$ cat config.mk
export PLATFORM = sky130hd
export DESIGN_NAME = iecm_core
export DESIGN_NICKNAME = d
export VERILOG_FILES = /design/src/iecm_pkg.sv /design/src/iecm_core.sv
export SDC_FILE = /design/constraint.sdc
export NUM_CORES = 1
export LEC_CHECK = 0
export ABC_AREA = 0
export BUFFER_PORTS_ARGS = -buffer_cell sky130_fd_sc_hd__buf_2
export CAP_MARGIN = 0
export CORE_AREA = 4 4 126 128
export DETAILED_ROUTE_END_ITERATION = 10
export DIE_AREA = 0 0 130 132
export SETUP_SLACK_MARGIN = 0.3
export SYNTH_ARGS = -nofsm -noshare
export SYNTH_HDL_FRONTEND = slang
export SYNTH_SLANG_ARGS = --single-unit
$ cat constraint.sdc
create_clock -name mclk -period 2.22 [get_ports mclk]
set_input_delay 0 -clock mclk [delete_from_list [all_inputs] [get_ports mclk]]
set_output_delay 0 -clock mclk [all_outputs]
set_load 0.05 [all_outputs]
$ cat src/iecm_pkg.sv
// Package of opcodes, cost constants and enumerations for the interrupt entry cycle model
package iecm_pkg;

  // ----------------------------------------------------------------
  // Opcodes and vector numbers
  // ----------------------------------------------------------------
  localparam logic [7:0] OPC_TRAP_IMM = 8'h00CD;
  localparam logic [7:0] OPC_BREAKPOINT = 8'h00CC;
  localparam logic [7:0] OPC_OVERFLOW_TRAP = 8'h00CE;
  localparam logic [7:0] OPC_RANGE_CHECK = 8'h0062;
  localparam logic [7:0] OPC_HANDLER_RETURN = 8'h00CF;
  localparam logic [7:0] VEC_BREAKPOINT = 8'h0003;
  localparam logic [7:0] VEC_OVERFLOW = 8'h0004;
  localparam logic [7:0] VEC_RANGE = 8'h0005;
  localparam logic [7:0] VEC_PROTECTION = 8'h000D;
  localparam logic [7:0] VEC_PAGE_FAULT = 8'h000E;
  localparam logic [7:0] VEC_NMI = 8'h0002;

  // ----------------------------------------------------------------
  // Cycle costs (width of the cost arithmetic)
  // ----------------------------------------------------------------
  localparam int CW = 12;
  localparam logic [11:0] C_IMM_RV = 12'h0004;
  localparam logic [11:0] C_IMM_P = 12'h0000;
  localparam logic [11:0] C_BRK = 12'h0000;
  localparam logic [11:0] C_OVF_TAKEN = 12'h0002;
  localparam logic [11:0] C_OVF_NOT = 12'h0003;
  localparam logic [11:0] C_RNG_IN = 12'h0007;
  localparam logic [11:0] C_RNG_OUT = 12'h0018;
  localparam logic [11:0] P_RNG = 12'h0007;
  localparam logic [11:0] C_RET_RV = 12'h000F;
  localparam logic [11:0] P_RET_RV = 12'h0008;
  localparam logic [11:0] C_RET_SAME = 12'h0014;
  localparam logic [11:0] P_RET_SAME = 12'h000B;
  localparam logic [11:0] C_RET_OUTER = 12'h0024;
  localparam logic [11:0] P_RET_OUTER = 12'h0013;
  localparam logic [11:0] C_RET_NEST = 12'h0020;
  localparam logic [11:0] P_RET_NEST = 12'h0004;
  localparam logic [11:0] C_NMI = 12'h0003;
  localparam logic [11:0] C_EXT = 12'h000B;
  localparam logic [11:0] C_PF = 12'h0018;
  localparam logic [11:0] V_REAL = 12'h001A;
  localparam logic [11:0] VP_REAL = 12'h0002;
  localparam logic [11:0] V_SAME = 12'h002C;
  localparam logic [11:0] VP_SAME = 12'h0006;
  localparam logic [11:0] V_DIFF_P = 12'h0047;
  localparam logic [11:0] V_DIFF_V = 12'h0052;
  localparam logic [11:0] VP_DIFF = 12'h0011;
  localparam logic [11:0] V_TASK = 12'h0025;
  localparam logic [11:0] VP_TASK = 12'h0003;
  localparam logic [11:0] TS_32 = 12'h00A2;
  localparam logic [11:0] TSP_32 = 12'h0037;
  localparam logic [11:0] TS_16 = 12'h008F;
  localparam logic [11:0] TSP_16 = 12'h001F;
  localparam logic [11:0] TS_VM = 12'h008C;
  localparam logic [11:0] TSP_VM = 12'h0025;
  localparam logic [11:0] C_DESC = 12'h000B;
  localparam logic [11:0] C_COPY16 = 12'h0006;
  localparam logic [11:0] C_VM_FLAG = 12'h0008;
  localparam logic [11:0] C_VM_TRAP = 12'h0009;
  localparam logic [11:0] C_VM_IO = 12'h0032;
  localparam logic [11:0] C_VM_IO_ALT = 12'h0033;

  // ----------------------------------------------------------------
  // Enumerations
  // ----------------------------------------------------------------
  typedef enum logic [1:0] {
    MODE_REAL = 2'b00,
    MODE_PROT = 2'b01,
    MODE_VIRT = 2'b10
  } iecm_mode_t;

  typedef enum logic [1:0] {
    GATE_SAME = 2'b00,
    GATE_DIFF = 2'b01,
    GATE_TASK = 2'b10
  } iecm_gate_t;

  typedef enum logic [1:0] {
    TSS_32 = 2'b00,
    TSS_16 = 2'b01,
    TSS_VM = 2'b10
  } iecm_tss_t;

  typedef enum logic [3:0] {
    EV_NONE = 4'b0000,
    EV_NMI = 4'b0001,
    EV_EXT = 4'b0010,
    EV_PAGE_FAULT = 4'b0011,
    EV_VM_FLAG = 4'b0100,
    EV_VM_TRAP = 4'b0101,
    EV_VM_IO = 4'b0110,
    EV_VM_IO_ALT = 4'b0111
  } iecm_event_t;

  typedef enum logic [0:0] {
    ST_IDLE = 1'b0,
    ST_COUNT = 1'b1
  } iecm_state_t;

endpackage : iecm_pkg

$ cat src/iecm_core.sv
// Cycle model of trap, interrupt entry, handler return and task switch timing
`timescale 1ns/1ps
`default_nettype none
module iecm_core
  import iecm_pkg::*;
#(
  parameter int CNT_W = 12
) (
  input wire logic mclk,
  input wire logic nrst,
  input wire logic start,
  input wire logic [7:0] opcode,
  input wire logic [7:0] vector_in,
  input wire logic [3:0] event_kind,
  input wire logic [1:0] mode,
  input wire logic [1:0] gate_kind,
  input wire logic [1:0] tss_kind,
  input wire logic overflow_flag,
  input wire logic out_of_range,
  input wire logic return_outer,
  input wire logic nested_task_flag,
  input wire logic cache_miss,
  input wire logic [2:0] unaccessed_desc,
  input wire logic [7:0] copy_blocks,
  output logic busy,
  output logic done,
  output logic vector_taken,
  output logic [7:0] vector_out,
  output logic [CNT_W-1:0] cost,
  output logic illegal_op
);

  // ----------------------------------------------------------------
  // Cost evaluation
  // ----------------------------------------------------------------
  iecm_state_t state;
  logic [CNT_W-1:0] remain;
  logic [CNT_W-1:0] next_cost;
  logic [7:0] next_vector;
  logic next_taken;
  logic next_illegal;
  logic [CW-1:0] ts_val;
  logic [CW-1:0] vec_val;
  logic [CW-1:0] extra;
  logic [CW-1:0] miss;
  logic [CW-1:0] desc_add;
  logic [CW-1:0] copy_add;
  logic [CW-1:0] raw;
  iecm_event_t ev;

  assign ev = iecm_event_t'(event_kind);

  always_comb begin
    unique case (tss_kind)
      TSS_16: ts_val = TS_16 + (cache_miss ? TSP_16 : '0);
      TSS_VM: ts_val = TS_VM + (cache_miss ? TSP_VM : '0);
      default: ts_val = TS_32 + (cache_miss ? TSP_32 : '0);
    endcase
  end

  assign desc_add = CW'(unaccessed_desc) * C_DESC;
  assign copy_add = cache_miss ? CW'(copy_blocks) * C_COPY16 : '0;

  // vectoring cost by mode and gate
  always_comb begin
    vec_val = V_REAL + (cache_miss ? VP_REAL : '0);
    if (mode != MODE_REAL) begin
      if (gate_kind == GATE_TASK) begin
        vec_val = V_TASK + ts_val + (cache_miss ? VP_TASK : '0);
      end else if (gate_kind == GATE_DIFF) begin
        vec_val = ((mode == MODE_VIRT) ? V_DIFF_V : V_DIFF_P) + (cache_miss ? VP_DIFF : '0) + copy_add;
      end else begin
        vec_val = V_SAME + (cache_miss ? VP_SAME : '0);
      end
      vec_val = vec_val + desc_add;
    end
  end

  // issue-to-handler total, penalties on miss only
  always_comb begin
    next_taken = 1'b1;
    next_illegal = 1'b0;
    next_vector = vector_in;
    extra = '0;
    miss = '0;
    raw = '0;
    if (ev != EV_NONE) begin
      unique case (ev)
        EV_NMI: begin
          extra = C_NMI;
          next_vector = VEC_NMI;
        end
        EV_EXT: extra = C_EXT;
        EV_PAGE_FAULT: begin
          extra = C_PF;
          next_vector = VEC_PAGE_FAULT;
        end
        EV_VM_FLAG: begin
          extra = C_VM_FLAG;
          next_vector = VEC_PROTECTION;
        end
        EV_VM_TRAP: begin
          extra = C_VM_TRAP;
          next_vector = VEC_PROTECTION;
        end
        EV_VM_IO: begin
          extra = C_VM_IO;
          next_vector = VEC_PROTECTION;
        end
        EV_VM_IO_ALT: begin
          extra = C_VM_IO_ALT;
          next_vector = VEC_PROTECTION;
        end
        default: next_illegal = 1'b1;
      endcase
      raw = vec_val + extra;
    end else begin
      unique case (opcode)
        OPC_TRAP_IMM: raw = vec_val + ((mode == MODE_PROT) ? C_IMM_P : C_IMM_RV);
        OPC_BREAKPOINT: begin
          raw = vec_val + C_BRK;
          next_vector = VEC_BREAKPOINT;
        end
        OPC_OVERFLOW_TRAP: begin
          next_vector = VEC_OVERFLOW;
          next_taken = overflow_flag;
          raw = overflow_flag ? vec_val + C_OVF_TAKEN : C_OVF_NOT;
        end
        OPC_RANGE_CHECK: begin
          next_vector = VEC_RANGE;
          next_taken = out_of_range;
          miss = cache_miss ? P_RNG : '0;
          raw = (out_of_range ? vec_val + C_RNG_OUT : C_RNG_IN) + miss;
        end
        OPC_HANDLER_RETURN: begin
          next_taken = 1'b0;
          next_vector = 8'h0000;
          if (nested_task_flag && mode != MODE_REAL) begin
            raw = ts_val + C_RET_NEST + (cache_miss ? P_RET_NEST : '0) + desc_add;
          end else if (mode != MODE_PROT) begin
            raw = C_RET_RV + (cache_miss ? P_RET_RV : '0);
          end else if (return_outer) begin
            raw = C_RET_OUTER + (cache_miss ? P_RET_OUTER : '0) + desc_add;
          end else begin
            raw = C_RET_SAME + (cache_miss ? P_RET_SAME : '0) + desc_add;
          end
        end
        default: begin
          next_taken = 1'b0;
          next_illegal = 1'b1;
        end
      endcase
    end
    next_cost = CNT_W'(raw);
  end

  // ----------------------------------------------------------------
  // Sequencer: busy for the whole count, done pulse at its end
  // ----------------------------------------------------------------
  always_ff @(posedge mclk or negedge nrst) begin
    if (!nrst) begin
      state <= ST_IDLE;
      remain <= '0;
      busy <= 1'b0;
      done <= 1'b0;
    end else begin
      done <= 1'b0;
      unique case (state)
        ST_IDLE: begin
          if (start && !next_illegal && next_cost != '0) begin
            state <= ST_COUNT;
            remain <= next_cost;
            busy <= 1'b1;
          end else if (start) begin
            done <= 1'b1;
          end
        end
        ST_COUNT: begin
          if (remain == CNT_W'(1)) begin
            state <= ST_IDLE;
            busy <= 1'b0;
            done <= 1'b1;
          end
          remain <= remain - CNT_W'(1);
        end
      endcase
    end
  end

  // Results are latched at issue so the inputs may change while counting
  always_ff @(posedge mclk or negedge nrst) begin
    if (!nrst) begin
      cost <= '0;
      vector_out <= 8'h0000;
      vector_taken <= 1'b0;
      illegal_op <= 1'b0;
    end else if (start && state == ST_IDLE) begin
      cost <= next_illegal ? '0 : next_cost;
      vector_out <= next_vector;
      vector_taken <= next_taken && !next_illegal;
      illegal_op <= next_illegal;
    end
  end

endmodule : iecm_core
`default_nettype wire

# After elaboration in Yosys (flattened, before gate mapping)
# Cells that the tools add are included.
[word_totals]
elab_cells = 121
output_inout_bits = 24
inputBits = 45
register_bits = 37
[op_classes]
bitwise_logic = 1
eq_ne = 22
add_sub_neg = 24
reduce_logical = 14
n_mux = 50
mul = 2
[ops]
columns = ["operator", "n"]
rows = [
  ["$mux 12", 11],
  ["$pmux 12 s5", 1],
  ["$pmux 6 s7", 1],
  ["$add 12x3->12", 3],
  ["$eq 8x8->1 const B", 4],
  ["$pmux 8 s4", 1],
  ["$add 12x7->12", 2],
  ["$mux 8", 3],
  ["$pmux 12 s2", 1],
  ["$pmux 8 s3", 1],
  ["$mux 5", 4],
  ["$add 8x6->9 const A", 2],
  ["$pmux 9 s2", 1],
  ["$eq 4x3->1 const B", 4],
  ["$add 12x12->12", 1],
  ["$add 12x2->12", 1],
  ["$add 12x2->12 const B", 1],
  ["$add 12x5->12 const B", 1],
  ["$add 12x6->12 const B", 1],
  ["$add 6x12->12 const A", 1],
  ["$add 8x11->12", 1],
  ["$eq 12x1->1 const B", 1],
  ["$mux 3", 4],
  ["$mux 6", 2],
  ["36 further kinds", 60],
]

# Longest topological paths before layout
[logic_depth]
word_depth = 18
mapped_depth = 29
depth_no_buf = 29

# Worst setup path before layout
# Ideal clock, no wire load.
[synth_timing]
kind = "input to register"
start = "input port cache_miss"
end = "register busy"
arrival_ns = 5.285
t_required_ns = 2.102
path_buffers = 1
path_slack_ns = -3.183
cell_stages = 23
setup_ns = 0.118
cell_sequence = "inv_1 -> clkbuf_1 -> a21o_1 -> inv_1 -> ha_1 -> fa_1 -> nor2_1 -> a211o_1 -> ha_1 -> a211oi_1 -> nor2_1 -> o21ai_0 -> ha_1 -> nor3b_1 -> o31a_1 -> o21ai_0 -> xnor2_1 -> nor2_1 -> a211oi_1 -> and4b_1 -> and4_4 -> a31oi_2 -> a21o_1"
[synth_via]
elab_chain_cells = 18
word_cells_on_any_way = 52
cone_classes = "add/sub (23); eq/ne (1); mux (25); reduce/logical (3)"
[synth_lines]
columns = ["item", "line_no", "rtl"]
rows = [
  ["start, declared", "iecm_core.sv:22", "input wire logic cache_miss,"],
  ["$mux 6, or another cell as far along", "iecm_core.sv:57", "default: ts_val = TS_32 + (cache_miss ? TSP_32 : '0);"],
  ["$add 8x6->9, or another cell as far along", "iecm_core.sv:57", ""],
  ["$pmux 9 s2", "iecm_core.sv:54", "unique case (tss_kind)"],
  ["$add 6x12->12", "iecm_core.sv:69", "vec_val = V_TASK + ts_val + (cache_miss ? VP_TASK : '0);"],
  ["$add 12x2->12", "iecm_core.sv:69", ""],
  ["$mux 12", "iecm_core.sv:68", "if (gate_kind == GATE_TASK) begin"],
  ["$mux 12", "iecm_core.sv:67", "if (mode != MODE_REAL) begin"],
  ["$add 12x7->12", "iecm_core.sv:75", "vec_val = vec_val + desc_add;"],
  ["[2 not listed]", "--", ""],
  ["$mux 12", "iecm_core.sv:133", "raw = (out_of_range ? vec_val + C_RNG_OUT : C_RNG_IN) + miss;"],
  ["$add 12x3->12", "iecm_core.sv:133", ""],
  ["$pmux 12 s5", "iecm_core.sv:118", "unique case (opcode)"],
  ["$mux 12 *", "iecm_core.sv:87", "if (ev != EV_NONE) begin"],
  ["$reduce_bool 12->1 *", "iecm_core.sv:170", "if (start && !next_illegal && next_cost != '0) begin"],
  ["$logic_and 1x1->1 *", "iecm_core.sv:170", ""],
  ["$ne 2x2->1 (no line) *", "--", ""],
  ["$reduce_and 2->1 (no line) *", "--", ""],
  ["end signal, assigned", "iecm_core.sv:164", "busy <= 1'b0;"],
  ["end signal, assigned", "iecm_core.sv:173", "busy <= 1'b1;"],
  ["end signal, assigned", "iecm_core.sv:181", "busy <= 1'b0;"],
  ["end, declared", "iecm_core.sv:25", "output logic busy,"],
]
# Every way passes the cells marked *; elsewhere a longest branch is shown, timed or not. The select of a mux whose other input is x is not followed.
# A chain may end at the register's enable or synchronous reset.

# Worst setup path after layout
[layout_timing]
start = "input port tss_kind[0]"
end = "register remain[9]"
[layout_via]
elab_chain_cells = 16
word_cells_on_any_way = 27
cone_classes = "add/sub (11); eq/ne (3); mux (11); reduce/logical (2)"
[layout_lines]
columns = ["item", "line_no", "rtl"]
rows = [
  ["start, declared", "iecm_core.sv:17", "input wire logic [1:0] tss_kind,"],
  ["$eq 2x2->1 or $eq 2x1->1 (tied branches)", "iecm_core.sv:54", ""],
  ["$pmux 9 s2 *", "iecm_core.sv:54", ""],
  ["$add 6x12->12", "iecm_core.sv:69", ""],
  ["$add 12x2->12", "iecm_core.sv:69", ""],
  ["$mux 12", "iecm_core.sv:68", ""],
  ["$mux 12", "iecm_core.sv:67", ""],
  ["$add 12x7->12", "iecm_core.sv:75", ""],
  ["$mux 12", "iecm_core.sv:67", ""],
  ["$add 12x5->12", "iecm_core.sv:133", ""],
  ["$mux 12", "iecm_core.sv:133", ""],
  ["$add 12x3->12", "iecm_core.sv:133", ""],
  ["$pmux 12 s5", "iecm_core.sv:118", ""],
  ["$mux 12 *", "iecm_core.sv:87", ""],
  ["$reduce_bool 12->1", "iecm_core.sv:170", ""],
  ["$logic_and 1x1->1", "iecm_core.sv:170", ""],
  ["$ne 2x2->1 (no line)", "--", ""],
  ["end signal, assigned", "iecm_core.sv:172", "remain <= next_cost;"],
  ["end signal, assigned", "iecm_core.sv:184", "remain <= remain - CNT_W'(1);"],
  ["end, declared", "iecm_core.sv:37", "logic [CNT_W-1:0] remain;"],
]
# Marked as above.

==> reports/qor.yml <==
skew_ns: 0.008260
htreeDepth: 2
status: "finished, violations left"
reg2reg_slack_ns: 0.21
rows: 45
synth_fp_nets: 975
place_congestion: 0.9764
cts_sinks: 37
synth_area_um2: 6497
die_w_um: 130
critical_path.endpoint_type: "flop"
post-dp-hpwl_um: 19520
ys_warn_count: 0
crit_top_cell: "buf_4"
whs_ns: 0.04144
fin_crit_ns: 5.047
antenna_found_initial: 0
layout-drive-gt1-share_pct: 48.91
gr-total-overflow: 0
area_growth_pct: 70.98
rsz0062_at_grt: "yes"
synth.area.mux_share_pct: 1.098
crit_type: "input port to flop"
worst_ep_arrival_time_ns: 5.24
syn_inst: 852
final_cell_mix: "buf_4, buf_2, nor2_1"
place_ws_ns: -3.252
drt_iter0_markers: 560
dp_cells: 1365
synth_edf_count: 0
crit_path_start_kind: "input port"
port_buffers: 68
ys.flop_type: "dfrtp_1"
cts_made_buffers: 5
synthSimpleGateAreaFrac_pct: 26.71
nets: 1363
dr.pass1.iters: 5
layout_commonest_cell: "buf_4"
path_max_fanout: 5
cp_top_family: "compound AO/OA/AOI/OAI gates"
grt_first_pass_wirelength_um: 38550
top_level_ports: 69
cp_slowest_cell: "fa_1"
worst_slew_pin_slew_ns: 0.8040
dieArea_um2: 17160
antenna_left: 0
layout_setup_ws_ns: -2.827
min_path_type: "input port to flop"
synth_xor_area_share_pct: 6.682
pwr_density_cell_nw_per_um2: 740.0
slew_violations: 0
required_ns: 2.41
finalWirelength_um: 25100
synth_compound_area_share_pct: 30.10
viasPerCell: 5.747
max_stage_delay_ns: 0.47
fin_crit_sh_pct: 227.3
die_y_um: 132
violations: "negative setup slack"
wl_per_cell_um: 17.56
ys_async_sr_fraction_pct: 100.0
irDropWorstVdd_v: 0.0003965
postSynthAreaPerCell_um2: 7.626
synth_top_family_by_area: "compound AO/OA/AOI/OAI gates"
yosysSeqAreaShare_pct: 14.25
hold_viol_final: 0
antenna_cells: 0
start_util_pct: 43.71
clock_latency_ns: 0.28
crit_buf_inv: 7
cts_tree: "done"
fillerInstances: 1074
root_buffer: "clkbuf_16"
track_usage_pct: 26.99
fp.coreArea_um2: 14860
yosys.area_share.adder_pct: 16.41
synthDistinctLibCells: 87
drc: 0
setup_viol: 27
cts_buffer_depth: 2
grt_pass1_vias: 7935
relSlewSlack_pct: 46.40
power.total_uw: 8221
vias: 8213
synth-seq-cells: 37
finalNonFillerCells: 1429
leakagePower_uw: 0.005063
grt_max_degree: 38
max_freq_ghz: 0.1982
clkTransAtPathRegs_ns: 0.06
maxCapViolations: 0
## routing by layer
layer,track usage [%],routed length (um),vias up
li1,-,-,3961
met1,37.38,11080,3974
met2,46.05,12350,224
met3,1.985,1013,54
met4,5.427,647,0
met5,0,0,-
## report_power, final
group | switching, uW | internal [uW]
combinational | 3170 | 2980
sequential | 211 | 929
clock | 280 | 647
## cells in the mapped netlist, types with 6 or more instances
| master | number | area share [%] |
|---|---|---|
| dfrtp_1 | 37 | 14 |
| mux2i_1 | 6 | 0.92 |
| ha_1 | 66 | 13 |
| o21bai_1 | 7 | 0.81 |
| inv_1 | 52 | 3.0 |
| o211ai_1 | 9 | 1.0 |
| nor3_1 | 33 | 2.5 |
| nand2b_1 | 17 | 1.6 |
| a21oi_1 | 46 | 3.5 |
| o31ai_1 | 8 | 0.92 |
| o21a_1 | 16 | 1.8 |
| or3_1 | 16 | 1.5 |
| o22ai_1 | 9 | 0.87 |
| and2_1 | 12 | 1.2 |
| a31oi_1 | 11 | 1.1 |
| a21o_1 | 17 | 2.0 |
| a22oi_1 | 7 | 0.81 |
| fa_1 | 12 | 3.7 |
| a211o_1 | 6 | 0.81 |
| nand3_1 | 23 | 1.8 |
| nor2b_1 | 13 | 1.3 |
| xnor2_1 | 34 | 4.6 |
| a31o_2 | 6 | 0.81 |
| nor2_1 | 74 | 4.3 |
| o21ai_1 | 7 | 0.54 |
| and3_1 | 10 | 0.96 |
| nor4_1 | 9 | 0.87 |
| a22o_1 | 7 | 0.94 |
| nand2_1 | 68 | 3.9 |
| xor2_1 | 13 | 1.8 |
| nand4_1 | 6 | 0.58 |
| or2_2 | 12 | 1.2 |
| o21ai_0 | 44 | 3.4 |
| clkbuf_1 | 29 | 1.7 |
| a211oi_1 | 16 | 1.8 |
## repair_timing
action,in CTS,in global routing
setup buffers,24,26
gates resized for setup,87,117
pin swaps,62,63
hold endpoints to repair,41,0
setup endpoints to repair,28,29
cloned,0,1
hold buffers,5,0
## final cells by class
| type | instances | area (um^2) | area share [%] |
|---|---|---|---|
| multi-input cells | 733 | 6382 | 57.45 |
| repair buffers | 411 | 3164 | 28.48 |
| flip-flops and latches | 37 | 925.9 | 8.334 |
| well taps | 188 | 235.2 | 2.117 |
| inverters | 52 | 207.7 | 1.870 |
| clock buffers | 5 | 125.1 | 1.126 |
| clock inverters | 3 | 68.82 | 0.6194 |
## worst min-delay path: cells and delay by family
family / cells / cell delay [ns]
AOI/OAI and AO/OA: 2 / 0.20
buffers and inverters: 1 / 0.09
## flip-flops by register name, indices dropped and copies added, names as in the netlist
| signal | count |
|---|---|
| busy | 1 |
| cost | 12 |
| done | 1 |
| illegal_op | 1 |
| remain | 12 |
| state | 1 |
| vector_out | 8 |
| vector_taken | 1 |
## per-stage QoR
stage / setup TNS, ns / utilization (%) / instance area [um^2]
2_1_floorplan: -59.92 / - / 6839
3_3_place_gp: -72.43 / 63.75 / 9477
3_5_place_dp: -75.77 / 63.75 / 9477
4_1_cts: -61.93 / 69.44 / 10320
5_1_grt: -69.18 / 74.74 / 11110
6_report: -64.62 / 74.74 / 11110
## kinds of logic after synthesis
kind of cell	count (synthesis)
multiplexers	7
AND/OR/NAND/NOR	328
adder cells (fa/ha/maj)	78
flip-flops	37
AO/OA/AOI/OAI	272
buffers and inverters	82
XOR/XNOR	48
## final timing paths
path,startpoint,end,depth (start not counted)
setup reg to reg,remain[3],remain[9],7
setup / recovery,tss_kind[0],remain[9],28
min in group asynchronous,nrst,cost[2],2
hold / removal,vector_in[3],vector_out[3],3
hold reg to reg,cost[7],cost[7],1
max in group asynchronous,nrst,remain[10],2
Power figures use the tool's default switching activity.
